===== src/shared/fpf_pkg.sv =====
// Constants and types for the frame pattern and protocol filter
`default_nettype none
package fpf_pkg;
    localparam int          ENTRIES    = 24;
    localparam int          STRINGS    = 8;
    localparam int          BUCKETS    = 1024;
    localparam int          BKT_DEPTH  = 8;
    localparam int          HASH_W     = 10;
    localparam int          ADDR_W     = 48;
    // Register offsets (word addresses on the 8-bit port)
    localparam logic [7:0]  REG_CTRL   = 8'h00;
    localparam logic [7:0]  REG_LSTAT  = 8'h01;
    localparam logic [7:0]  REG_WSTAT  = 8'h02;
    localparam logic [7:0]  REG_TBL    = 8'h40;
    localparam logic [7:0]  REG_TBL_END = 8'h88;
    localparam logic [1:0]  CTRL_RST   = 2'h3;
    // Control word fields
    localparam int          CW_EN      = 15;
    localparam int          CW_OFS_HI  = 14;
    localparam int          CW_OFS_LO  = 10;
    localparam int          CW_DST_HI  = 9;
    localparam int          CW_DST_LO  = 8;
    localparam int          CW_BEG     = 7;
    localparam int          CW_END     = 6;
    localparam int          CW_STR_HI  = 5;
    localparam int          CW_STR_LO  = 3;
    localparam int          CW_OP_HI   = 1;
    localparam int          CW_OP_LO   = 0;
    localparam logic [1:0]  OP_EQ      = 2'h0;
    localparam logic [1:0]  OP_LT      = 2'h1;
    localparam logic [1:0]  OP_GT      = 2'h2;
    localparam logic [1:0]  DST_REJECT = 2'h0;
    localparam logic [2:0]  SA_LAN     = 3'h0;
    localparam logic [2:0]  SA_CPU     = 3'h1;
    localparam logic [2:0]  SA_BOTH    = 3'h5;
    localparam logic [2:0]  SA_REJECT  = 3'h0;
    localparam int          PROTO_MSB  = 15;
    typedef enum {WS_IDLE, WS_HASH, WS_SEARCH, WS_DONE} fpf_wstate_t;
endpackage
`default_nettype wire


===== src/hdl/fpf_filter.sv =====
// Frame pattern table and WAN protocol filter engine
//
// The plain strobed port and the register addresses were chosen for this implementation.
`timescale 1ns/10ps
`default_nettype none
module fpf_filter
    import fpf_pkg::*;
(
    input  wire logic                clk_i,
    input  wire logic                nrst_i,
    input  wire logic [7:0]          reg_addr_i,
    input  wire logic [15:0]         reg_wdata_i,
    input  wire logic                reg_wr_i,
    input  wire logic                reg_rd_i,
    output logic      [15:0]         reg_rdata_o,
    input  wire logic                lan_vld_i,
    input  wire logic                lan_sof_i,
    input  wire logic                lan_eof_i,
    input  wire logic [15:0]         lan_word_i,
    input  wire logic [2:0]          lan_sa_dst_i,
    output logic                     lan_done_o,
    output logic                     lan_to_cpu_o,
    output logic                     lan_to_wan_o,
    output logic                     lan_reject_o,
    input  wire logic                wan_start_i,
    input  wire logic                wan_ok_i,
    input  wire logic [15:0]         wan_proto_i,
    input  wire logic [47:0]         wan_da_i,
    output logic                     db_rd_o,
    output logic [HASH_W+2:0]        db_addr_o,
    input  wire logic                db_valid_i,
    input  wire logic [47:0]         db_addr_val_i,
    input  wire logic [2:0]          db_dst_i,
    output logic                     wan_done_o,
    output logic                     wan_to_lan_o,
    output logic                     wan_to_cpu_o,
    output logic                     wan_drop_o
);
    localparam int IX_W = $clog2(ENTRIES);

    if (ENTRIES > 32 || STRINGS != 8 || BKT_DEPTH != 8) begin : g_geom_chk
        $error("fpf_filter: unsupported table geometry");
    end

    typedef struct packed {
        logic [15:0]             rdata;
        logic [ENTRIES-1:0][15:0] ctl;
        logic [ENTRIES-1:0][15:0] val;
        logic [ENTRIES-1:0][15:0] msk;
        logic                    lan_en;
        logic                    wan_en;
        logic                    in_frame;
        logic [4:0]              wcnt;
        logic [IX_W:0]           idx;
        logic [STRINGS-1:0]      res;
        logic [1:0]              tbl_dst;
        logic                    tbl_hit;
        logic                    lan_done;
        logic                    lan_cpu;
        logic                    lan_wan;
        logic                    lan_rej;
        fpf_wstate_t             ws;
        logic [HASH_W-1:0]       hash;
        logic [2:0]              slot;
        logic                    db_rd;
        logic                    rd_pend;
        logic                    wan_done;
        logic                    wan_lan;
        logic                    wan_cpu;
        logic                    wan_drop;
    } fpf_state_t;

    fpf_state_t r_ff, nxt_r;
    logic [1:0] rst_sync_ff;
    logic       rst_n;
    assign rst_n = rst_sync_ff[1];

    // Reset synchroniser kept apart: only state with an async clear
    always_ff @(posedge clk_i or negedge nrst_i) begin
        if (!nrst_i) begin
            rst_sync_ff <= 2'h0;
        end else begin
            rst_sync_ff <= {rst_sync_ff[0], 1'b1};
        end
    end

    function automatic logic [HASH_W-1:0] hash_f(input logic [47:0] a);
        logic [HASH_W-1:0] h;
        h = '0;
        for (int n = 0; n < HASH_W; n++) begin
            for (int k = 0; k < 5; k++) begin
                if (n + 10 * k < ADDR_W)
                    h[n] = h[n] ^ a[n + 10 * k];
            end
        end
        return h;
    endfunction

    logic [15:0]   cur_ctl;
    logic [15:0]   masked;
    logic          cmp;
    logic [2:0]    sid;
    logic          ent_en;
    logic [4:0]    ent_ofs;
    logic [IX_W:0] tbl_i;

    always_comb begin
        nxt_r = r_ff;
        nxt_r.lan_done = 1'b0;
        nxt_r.wan_done = 1'b0;
        nxt_r.db_rd = 1'b0;
        cur_ctl = 16'h0000;
        ent_en = 1'b0;
        ent_ofs = 5'h00;
        masked = 16'h0000;
        cmp = 1'b0;
        sid = 3'h0;
        tbl_i = '0;

        // Register port
        nxt_r.rdata = 16'h0000;
        if (reg_rd_i) begin
            if (reg_addr_i == REG_CTRL)
                nxt_r.rdata = {14'h0, r_ff.wan_en, r_ff.lan_en};
            else if (reg_addr_i == REG_LSTAT)
                nxt_r.rdata = {r_ff.res, 3'h0, r_ff.in_frame,
                               r_ff.tbl_hit, 1'b0, r_ff.tbl_dst};
            else if (reg_addr_i == REG_WSTAT)
                nxt_r.rdata = {6'h0, r_ff.hash};
            else if (reg_addr_i >= REG_TBL && reg_addr_i < REG_TBL_END) begin
                tbl_i = (IX_W+1)'((reg_addr_i - REG_TBL) / 8'h03);
                case ((reg_addr_i - REG_TBL) % 8'h03)
                    8'h00:   nxt_r.rdata = r_ff.ctl[tbl_i];
                    8'h01:   nxt_r.rdata = r_ff.val[tbl_i];
                    default: nxt_r.rdata = r_ff.msk[tbl_i];
                endcase
            end
        end
        if (reg_wr_i) begin
            if (reg_addr_i == REG_CTRL) begin
                nxt_r.lan_en = reg_wdata_i[0];
                nxt_r.wan_en = reg_wdata_i[1];
            end else if (reg_addr_i >= REG_TBL
                         && reg_addr_i < REG_TBL_END) begin
                tbl_i = (IX_W+1)'((reg_addr_i - REG_TBL) / 8'h03);
                case ((reg_addr_i - REG_TBL) % 8'h03)
                    8'h00:   nxt_r.ctl[tbl_i] = reg_wdata_i;
                    8'h01:   nxt_r.val[tbl_i] = reg_wdata_i;
                    default: nxt_r.msk[tbl_i] = reg_wdata_i;
                endcase
            end
        end

        // LAN pattern table walk, at most one entry per clock
        if (lan_vld_i && r_ff.lan_en) begin
            if (lan_sof_i) begin
                nxt_r.wcnt = 5'h00;
                nxt_r.res = '0;
                nxt_r.idx = '0;
                nxt_r.in_frame = 1'b1;
                nxt_r.tbl_dst = DST_REJECT;
                nxt_r.tbl_hit = 1'b0;
            end else if (r_ff.in_frame && r_ff.wcnt != 5'h1f) begin
                nxt_r.wcnt = r_ff.wcnt + 5'h01;
            end
        end
        if (r_ff.in_frame && r_ff.idx < (IX_W+1)'(ENTRIES)) begin
            cur_ctl = r_ff.ctl[r_ff.idx[IX_W-1:0]];
            ent_en = cur_ctl[CW_EN];
            ent_ofs = cur_ctl[CW_OFS_HI:CW_OFS_LO];
            sid = cur_ctl[CW_STR_HI:CW_STR_LO];
            masked = lan_word_i & r_ff.msk[r_ff.idx[IX_W-1:0]];
            case (cur_ctl[CW_OP_HI:CW_OP_LO])
                OP_EQ:   cmp = masked == r_ff.val[r_ff.idx[IX_W-1:0]];
                OP_LT:   cmp = masked < r_ff.val[r_ff.idx[IX_W-1:0]];
                OP_GT:   cmp = masked > r_ff.val[r_ff.idx[IX_W-1:0]];
                default: cmp = 1'b0;
            endcase
            if (!ent_en) begin
                nxt_r.idx = r_ff.idx + 1'b1;
            end else if (lan_vld_i && !lan_sof_i
                         && ent_ofs == r_ff.wcnt + 5'h01) begin
                // Word for this entry arrives now (offset leads count)
                if (cur_ctl[CW_BEG])
                    nxt_r.res[sid] = cmp;
                else
                    nxt_r.res[sid] = r_ff.res[sid] & cmp;
                if (cur_ctl[CW_END]
                    && (cur_ctl[CW_BEG] ? cmp : r_ff.res[sid] & cmp)) begin
                    nxt_r.tbl_dst = cur_ctl[CW_DST_HI:CW_DST_LO];
                    nxt_r.tbl_hit = 1'b1;
                end
                nxt_r.idx = r_ff.idx + 1'b1;
            end else if (ent_ofs == 5'h00 && r_ff.wcnt == 5'h00
                         && lan_vld_i && lan_sof_i) begin
                nxt_r.idx = r_ff.idx;
            end else if (ent_ofs <= r_ff.wcnt) begin
                // Entry word already passed in this frame
                nxt_r.idx = r_ff.idx + 1'b1;
            end
        end
        // Entry 0, if at offset 0, compares against the first word itself
        if (lan_vld_i && lan_sof_i && r_ff.lan_en) begin
            cur_ctl = r_ff.ctl[0];
            masked = lan_word_i & r_ff.msk[0];
            case (cur_ctl[CW_OP_HI:CW_OP_LO])
                OP_EQ:   cmp = masked == r_ff.val[0];
                OP_LT:   cmp = masked < r_ff.val[0];
                OP_GT:   cmp = masked > r_ff.val[0];
                default: cmp = 1'b0;
            endcase
            if (cur_ctl[CW_EN] && cur_ctl[CW_OFS_HI:CW_OFS_LO] == 5'h00) begin
                nxt_r.res[cur_ctl[CW_STR_HI:CW_STR_LO]] = cmp;
                if (cur_ctl[CW_END] && cmp) begin
                    nxt_r.tbl_dst = cur_ctl[CW_DST_HI:CW_DST_LO];
                    nxt_r.tbl_hit = 1'b1;
                end
                nxt_r.idx = (IX_W+1)'(1);
            end
        end
        if (lan_vld_i && lan_eof_i && r_ff.in_frame) begin
            nxt_r.in_frame = 1'b0;
            nxt_r.lan_done = 1'b1;
            // Combine with address lookup; lookup 000 or table hit with 00 rejects
            nxt_r.lan_rej = (lan_sa_dst_i == SA_REJECT)
                            || (nxt_r.tbl_hit
                                && nxt_r.tbl_dst == DST_REJECT);
            nxt_r.lan_cpu = !nxt_r.lan_rej && (nxt_r.tbl_hit
                            ? nxt_r.tbl_dst[0] : lan_sa_dst_i[0]);
            nxt_r.lan_wan = !nxt_r.lan_rej && (nxt_r.tbl_hit
                            ? nxt_r.tbl_dst[1] : 1'b1);
        end

        // WAN protocol routing and bucket search
        case (r_ff.ws)
            WS_IDLE: begin
                if (wan_start_i && r_ff.wan_en) begin
                    if (!wan_ok_i) begin
                        nxt_r.wan_done = 1'b1;
                        nxt_r.wan_drop = 1'b1;
                        nxt_r.wan_lan = 1'b0;
                        nxt_r.wan_cpu = 1'b0;
                    end else if (wan_proto_i[PROTO_MSB]) begin
                        nxt_r.wan_done = 1'b1;
                        nxt_r.wan_drop = 1'b0;
                        nxt_r.wan_lan = 1'b0;
                        nxt_r.wan_cpu = 1'b1;
                    end else begin
                        nxt_r.hash = hash_f(wan_da_i);
                        nxt_r.slot = 3'h0;
                        nxt_r.ws = WS_SEARCH;
                        nxt_r.db_rd = 1'b1;
                        nxt_r.rd_pend = 1'b1;
                    end
                end
            end
            WS_SEARCH: begin
                nxt_r.rd_pend = 1'b0;
                if (!r_ff.rd_pend) begin
                    if (db_valid_i && db_addr_val_i == wan_da_i) begin
                        nxt_r.ws = WS_DONE;
                        nxt_r.wan_done = 1'b1;
                        nxt_r.wan_drop = 1'b0;
                        nxt_r.wan_lan = db_dst_i == SA_LAN
                                        || db_dst_i == SA_BOTH;
                        nxt_r.wan_cpu = db_dst_i == SA_CPU
                                        || db_dst_i == SA_BOTH;
                    end else if (r_ff.slot == 3'(BKT_DEPTH - 1)) begin
                        nxt_r.ws = WS_DONE;
                        nxt_r.wan_done = 1'b1;
                        nxt_r.wan_drop = 1'b0;
                        nxt_r.wan_lan = 1'b1;
                        nxt_r.wan_cpu = 1'b0;
                    end else begin
                        nxt_r.slot = r_ff.slot + 3'h1;
                        nxt_r.db_rd = 1'b1;
                        nxt_r.rd_pend = 1'b1;
                    end
                end
            end
            WS_DONE: nxt_r.ws = WS_IDLE;
            default: nxt_r.ws = WS_IDLE;
        endcase
    end

    always_ff @(posedge clk_i) begin
        if (!rst_n) begin
            r_ff.rdata <= 16'h0000;
            r_ff.ctl <= '0;
            r_ff.val <= '0;
            r_ff.msk <= '0;
            r_ff.lan_en <= 1'b0;
            r_ff.wan_en <= 1'b0;
            r_ff.in_frame <= 1'b0;
            r_ff.wcnt <= 5'h00;
            r_ff.idx <= '0;
            r_ff.res <= '0;
            r_ff.tbl_dst <= 2'h0;
            r_ff.tbl_hit <= 1'b0;
            r_ff.lan_done <= 1'b0;
            r_ff.lan_cpu <= 1'b0;
            r_ff.lan_wan <= 1'b0;
            r_ff.lan_rej <= 1'b0;
            r_ff.ws <= WS_IDLE;
            r_ff.hash <= '0;
            r_ff.slot <= 3'h0;
            r_ff.db_rd <= 1'b0;
            r_ff.rd_pend <= 1'b0;
            r_ff.wan_done <= 1'b0;
            r_ff.wan_lan <= 1'b0;
            r_ff.wan_cpu <= 1'b0;
            r_ff.wan_drop <= 1'b0;
        end else begin
            r_ff.rdata <= nxt_r.rdata;
            r_ff.ctl <= nxt_r.ctl;
            r_ff.val <= nxt_r.val;
            r_ff.msk <= nxt_r.msk;
            r_ff.lan_en <= nxt_r.lan_en;
            r_ff.wan_en <= nxt_r.wan_en;
            r_ff.in_frame <= nxt_r.in_frame;
            r_ff.wcnt <= nxt_r.wcnt;
            r_ff.idx <= nxt_r.idx;
            r_ff.res <= nxt_r.res;
            r_ff.tbl_dst <= nxt_r.tbl_dst;
            r_ff.tbl_hit <= nxt_r.tbl_hit;
            r_ff.lan_done <= nxt_r.lan_done;
            r_ff.lan_cpu <= nxt_r.lan_cpu;
            r_ff.lan_wan <= nxt_r.lan_wan;
            r_ff.lan_rej <= nxt_r.lan_rej;
            r_ff.ws <= nxt_r.ws;
            r_ff.hash <= nxt_r.hash;
            r_ff.slot <= nxt_r.slot;
            r_ff.db_rd <= nxt_r.db_rd;
            r_ff.rd_pend <= nxt_r.rd_pend;
            r_ff.wan_done <= nxt_r.wan_done;
            r_ff.wan_lan <= nxt_r.wan_lan;
            r_ff.wan_cpu <= nxt_r.wan_cpu;
            r_ff.wan_drop <= nxt_r.wan_drop;
        end
    end

    assign reg_rdata_o  = r_ff.rdata;
    assign lan_done_o   = r_ff.lan_done;
    assign lan_to_cpu_o = r_ff.lan_cpu;
    assign lan_to_wan_o = r_ff.lan_wan;
    assign lan_reject_o = r_ff.lan_rej;
    assign db_rd_o      = r_ff.db_rd;
    assign db_addr_o    = {r_ff.hash, r_ff.slot};
    assign wan_done_o   = r_ff.wan_done;
    assign wan_to_lan_o = r_ff.wan_lan;
    assign wan_to_cpu_o = r_ff.wan_cpu;
    assign wan_drop_o   = r_ff.wan_drop;
endmodule
`default_nettype wire


===== config.mk =====
export PLATFORM = sky130hd
export DESIGN_NAME = fpf_filter
export DESIGN_NICKNAME = d
export VERILOG_FILES = /design/src/shared/fpf_pkg.sv /design/src/hdl/fpf_filter.sv
export SDC_FILE = /design/constraint.sdc
export NUM_CORES = 2
export LEC_CHECK = 0
export BUFFER_PORTS_ARGS = -buffer_cell sky130_fd_sc_hd__buf_4
export CAP_MARGIN = 20
export CORE_ASPECT_RATIO = 0.6
export CORE_UTILIZATION = 45
export DETAILED_ROUTE_END_ITERATION = 10
export PLACE_DENSITY = 0.66
export SYNTH_ARGS = -nofsm -noshare
export SYNTH_HDL_FRONTEND = slang
export SYNTH_SLANG_ARGS = --single-unit

===== constraint.sdc =====
create_clock -name clk_i -period 10.2 [get_ports clk_i]
set_input_delay 1.53 -clock clk_i [delete_from_list [all_inputs] [get_ports clk_i]]
set_output_delay 1.53 -clock clk_i [all_outputs]
set_load 0.01 [all_outputs]

== Word level (Yosys, flattened, before mapping) ==
Index checks and enable logic that the tools add are counted.
Storage, ports and cells
  bits of input ports: 168
  bits in registers: 1250
  word-level logic and storage cells: 468
Operators by class
  reduce and logical (&&, ||, !) cells: 58
  mux-type cells: 222
  eq/ne operators: 24
  bitwise operators: 46
  divide/modulo/power cells: 2
  magnitude comparators: 15
  $add $sub $neg: 4
Operators with widths (count)
  384-bit bitwise mux: 3
  16-bit binary-select mux with 5-bit select: 6
  1-bit 2-to-1 mux: 160
  16-bit 2-to-1 mux: 10
  32-bit 2-to-1 mux: 3
  47-bit 2-to-1 mux: 2
  17-bit 2-to-1 mux: 5
  16-bit demux with 5-bit select: 1
  32-bit case mux with 2 select lines: 1
  51-bit 2-to-1 mux: 1
  48-bit == test: 1
  1-bit XOR: 38
  16-bit bitwise AND: 2
  16-bit == test: 2
  32-bit by 2-bit == test with 1-bit output, second input constant: 1
  16-bit > comparator: 2
  32-bit zero test: 1
  16-bit less-than comparator: 2
  16-bit case mux with 2 select lines: 1
  8-bit bitwise mux: 3
  1-bit logical AND: 24
  6-bit 2-to-1 mux: 4
  11-bit 2-to-1 mux: 2
  4-bit 2-to-1 mux: 5
  other kinds (50): 91

== Longest topological paths before layout ==
  depth after elaboration: 24
  gate-level depth with buffers: 37
  mapped depth without buffers: 25

== Least setup slack after synthesis ==
No wires, ideal clock.
  kind: input to register
  start point: input reg_addr_i[6]
  end point: register r_ff[478] in the netlist's numbering
  cell stages on the path: 33
  arrival time: 7880 ps
  data required time: 10068 ps
  library setup time: 132 ps
  buffers on the path: 12
  path slack: 2187 ps
  path through: buf_2 > inv_1 > ha_1 > buf_4 > buf_6 > and4b_1 > a211oi_2 > o21ai_1 > a21oi_2 > nor2_1 > nor2_1 > clkbuf_1 > clkbuf_1 > clkbuf_1 > clkbuf_1 > xnor2_1 > ha_1 > buf_2 > nor3_1 > mux2i_1 > o21ai_0 > a21oi_1 > ha_1 > or2_2 > or3_1 > clkbuf_1 > clkbuf_1 > clkbuf_1 > nor3_1 > nand2_2 > clkbuf_1 > nand2_1 > a21oi_1
Between the ends
  cells in the longest elaborated chain, start to end: 7
  elaborated cells on any way between the ends: 16
  classes of those cells: 1 x add/sub; 2 x div; 4 x order compare; 1 x eq/ne; 3 x mux; 1 x bitwise; 4 x reduce/logical
Ends and longest elaborated chain
  start: declaration: line fpf_filter.sv:11  | input wire logic [7:0] reg_addr_i,
  8-bit by 7-bit subtractor with 8-bit output: line fpf_filter.sv:145, fpf_filter.sv:146
  8-bit by 2-bit divider with 8-bit output: line fpf_filter.sv:145  | tbl_i = (IX_W+1)'((reg_addr_i - REG_TBL) / 8'h03);
  6-bit by 1-bit >= comparator with 1-bit output (implied by the code) / 6-bit less-than comparator (equally long branches): line fpf_filter.sv:148  | 8'h01: nxt_r.val[tbl_i] = reg_wdata_i;
  1-bit logical AND (implied by the code): line fpf_filter.sv:148
  16-bit 2-to-1 mux (implied by the code): line fpf_filter.sv:148
  16-bit demux with 5-bit select: line fpf_filter.sv:148
  384-bit bitwise mux: line fpf_filter.sv:148
  end: declaration: line fpf_filter.sv:73  | fpf_state_t r_ff, nxt_r;
Parallel ways exist; a longest one is shown, timed or not.
A chain may end at the register's enable or synchronous reset.

== Final worst setup path ==
  start point: input reg_addr_i[6]
  end point: register r_ff (netlist bit reg_rdata_o[11])
Between the ends
  cells in the longest elaborated chain, start to end: 8
  elaborated cells on any way between the ends: 22
  classes of those cells: 1 x add/sub; 2 x div; 2 x order compare; 3 x eq/ne; 10 x mux; 4 x reduce/logical
Ends and longest elaborated chain
  8-bit by 7-bit subtractor with 8-bit output: line fpf_filter.sv:131, fpf_filter.sv:132
  8-bit by 2-bit divider with 8-bit output: line fpf_filter.sv:131  | tbl_i = (IX_W+1)'((reg_addr_i - REG_TBL) / 8'h03);
  16-bit binary-select mux with 5-bit select, on equally long branches: line fpf_filter.sv:135, fpf_filter.sv:133, fpf_filter.sv:134
  16-bit 2-to-1 mux, on equally long branches: line fpf_filter.sv:135, fpf_filter.sv:133, fpf_filter.sv:134
  16-bit case mux with 2 select lines: line fpf_filter.sv:132  | case ((reg_addr_i - REG_TBL) % 8'h03)
  16-bit 2-to-1 mux: line fpf_filter.sv:130  | else if (reg_addr_i >= REG_TBL && reg_addr_i < REG_TBL_END) begin
  16-bit 2-to-1 mux: line fpf_filter.sv:128  | else if (reg_addr_i == REG_WSTAT)
  16-bit 2-to-1 mux: line fpf_filter.sv:125  | else if (reg_addr_i == REG_LSTAT)
Parallel ways exist; a longest one is shown, timed or not. The select of a mux whose other input is x is not followed.

==> out/metrics.cfg <==
[cells_and_area]
area_delta_synth_final_pct=9.15
final_nets=8159
final_cells=9977
layout-drive-gt1-share=0.138

[pwr]
peakVddDrop_uv=157
leakage_uw=0.0219
power_density_nw_per_um2=167

[route]
routedWlPerCell_um=30.1
drt-vias-per-instance=6.68
drc=0
final_antenna_net_count=0
num_vias=66600
wirelength_mm=300
first_pass_iters=8
drtIter0Drc=12300

[floorplan]
dieArea_sq_um=148000
core_area_sq_um=145000
start_util=0.455
die_x_um=496
core.rowCount=108
ios=206
die_h_um=298

[clock_tree]
cts_tree=done
cts_root_buffer=clkbuf_16
post_cts_buffers=0
cts_sinks=1220
clk_latency_ps=790
cts.repair.resized=0
clkTransAtPathRegs_ps=70
numCtsBuffers=115
cts_htree_levels=3
clk_path_buf_depth=3
cts_hold_buffers=0

[global_route]
grt_use_total=0.390
antenna_found_initial=30
grt_pass1_vias=58500
grt_overflow_total=0
grt_max_degree=206
grt_pass1_wl_mm=422

[placement]
port-buffer-count=190
dp_hpwl_mm=199
placed_cells=9747
gp_congestion=1.02

[run_status]
status=completed

[critical_path]
crit_fanout=26
startpoint_type=input pin
crit_arrival_ps=9550
critPathKind=in -> reg
slowest_delay_ps=860
crit_path_end_kind=flip-flop
slowest_stage=o21ai_0
required_ps=10900

[timing]
finalHoldViolations=0
clock_skew_ps=50.2
tightest_slew_ps=1310
min_period_over_period=0.868
setup_tns_ps=0
max_freq_ghz=0.113
timing.final.crit_period_ps=8850
grt_setup_unrepaired=false
slew_headroom=0.120
setup_violations=0
slew_violations=0

[synth]
syn_area_sq_um=65900
synth.avg_cell_area_sq_um=8.02
synthCells=8213
synth_flop_cell=dfxtp_1
ys_warn_count=0
syn_nets=8430
ys_seq_area_frac=0.371
synth_edf_count=0
async_flop_share=0.00164
ys_types=108
ys_seq_elements=1220

[min_path]
hold_path_class=reg -> reg

[job]
cap_viol_max_count=0

==> per-layer routing <==
layer  share of wire  global-route usage  vias up
met4           0.042               0.142       22
met1            0.39               0.540    32100
met2            0.37               0.483     5576
met3            0.20               0.228      817
met5         0.00061              0.0117        -
li1                -                   -    28100
==> flip-flops by register name (all words and copies together), names as in the netlist, 2 cells and up <==
name / cells
r_ff: 1180
reg_rdata_o: 16
db_addr_o: 13
rst_sync_ff: 2
==> cells in the mapped netlist (all sizes together) (8+ instances only) <==
| master | instances | area (sq um) |
|---|---|---|
| nand2 | 2817 | 10600 |
| a21oi | 1313 | 6590 |
| dfxtp | 1218 | 24400 |
| clkbuf | 409 | 1540 |
| buf | 358 | 2200 |
| mux4 | 324 | 7300 |
| nor2 | 236 | 1200 |
| mux2i | 214 | 2150 |
| o21ai | 164 | 825 |
| nand3 | 152 | 1000 |
| o221ai | 116 | 1030 |
| a31oi | 103 | 644 |
| a221oi | 99 | 903 |
| xnor2 | 57 | 499 |
| nor3 | 54 | 280 |
| ha | 49 | 613 |
| and2 | 44 | 275 |
| xor2 | 41 | 359 |
| inv | 39 | 146 |
| nand4 | 29 | 196 |
| a221o | 25 | 251 |
| o211ai | 24 | 199 |
| and3 | 23 | 144 |
| nor4 | 23 | 144 |
| a211oi | 21 | 175 |
| or3 | 20 | 125 |
| a31o | 17 | 149 |
| o21a | 16 | 120 |
| nor2b | 15 | 101 |
| o31ai | 14 | 105 |
| o221a | 13 | 155 |
| a21o | 12 | 90.1 |
| nand2b | 11 | 68.8 |
| a22oi | 10 | 93.8 |
| o22ai | 10 | 62.6 |
| a311oi | 9 | 78.8 |
| mux2 | 8 | 90.1 |
| or2 | 8 | 50.1 |
==> layout by cell type (no fill, tap or decap), types with 23 or more instances in the layout <==
master,Yosys,layout
clkbuf_8,0,29
xor2_1,41,41
o21ai_0,149,149
nand3_1,104,103
clkbuf_16,0,115
mux4_2,324,324
and2_1,43,43
dfxtp_1,1218,1215
ha_1,49,49
nor3_1,52,49
inv_1,38,38
xnor2_1,57,57
nand3_2,48,48
nor2_4,30,32
a221o_1,24,24
a21oi_1,1309,1309
a221oi_1,95,95
nor2_1,171,167
mux2i_1,213,213
buf_4,110,355
o221ai_1,114,114
nor2_2,35,37
a31oi_1,103,102
nand4_1,28,28
buf_12,0,23
nand2_1,2802,2799
and3_1,23,23
==> critical path, delay by kind of cell <==
kind                     cells  cell delay [ps]
XOR/XNOR                     1               80
AO/OA/AOI/OAI                9             3270
AND/OR/NAND/NOR              8             2150
buffers and inverters        3              790
multiplexers                 2              210
adder cells (fa/ha/maj)      3             1430
==> report_power, final <==
part           total (uW)  internal [uW]  switching, uW
Combinational        2550            592           1960
Clock                4700           2600           2110
Sequential           4780           4770           9.93
==> final cells by class <==
| cell class | count | area (sq um) |
|---|---|---|
| multi-input combinational | 6184 | 37700 |
| timing repair buffer | 379 | 3140 |
| inverter | 42 | 170 |
| sequential | 1220 | 24400 |
| clock buffer | 166 | 3360 |
| tap | 1925 | 2410 |
| fill | 13700 | 73000 |
| antenna | 21 | 52.6 |
| clock inverter | 40 | 639 |
==> stage by stage <==
step | setup WS [ps] | power, uW | utilization | instance area, sq um | hold WS (ps)
2_1_floorplan | 2190 | 6120 | - | 65900 | 331
3_3_place_gp | 1150 | 7190 | 0.468 | 67800 | 341
3_5_place_dp | 1120 | 7200 | 0.468 | 67800 | 348
4_1_cts | 1920 | 11800 | 0.496 | 71800 | 375
5_1_grt | 1210 | 12100 | 0.496 | 71900 | 375
6_report | 1350 | 12000 | 0.496 | 71900 | 374
==> final timing paths <==
| kind | start | endpoint | slack (ps) | cells past startpoint |
|---|---|---|---|---|
| max | reg_addr_i[6] | reg_rdata_o[11] | 1350 | 26 |
| min reg2reg | rst_sync_ff[0] | rst_sync_ff[1] | 370 | 0 |
| max in group asynchronous | nrst_i | rst_sync_ff[0] | 9580 | 1 |
| min in group asynchronous | nrst_i | rst_sync_ff[1] | 540 | 1 |
| min | rst_sync_ff[0] | rst_sync_ff[1] | 370 | 0 |
| max reg2reg | r_ff[66] | lan_to_cpu_o | 3180 | 22 |
==> cell families (layout without fill, tap and decap cells) <==
logic type	after synthesis	count (layout)	synth area share
compound gates	2025	2025	0.183
xor+xnor	98	98	0.0130
fa+ha+maj	50	50	0.00946
buf+inv	809	627	0.0591
flops	1220	1220	0.371
mux	546	546	0.145
other cells	1	22	0.0000569
simple gates	3464	3464	0.220
(Power assumes the default switching activity.)
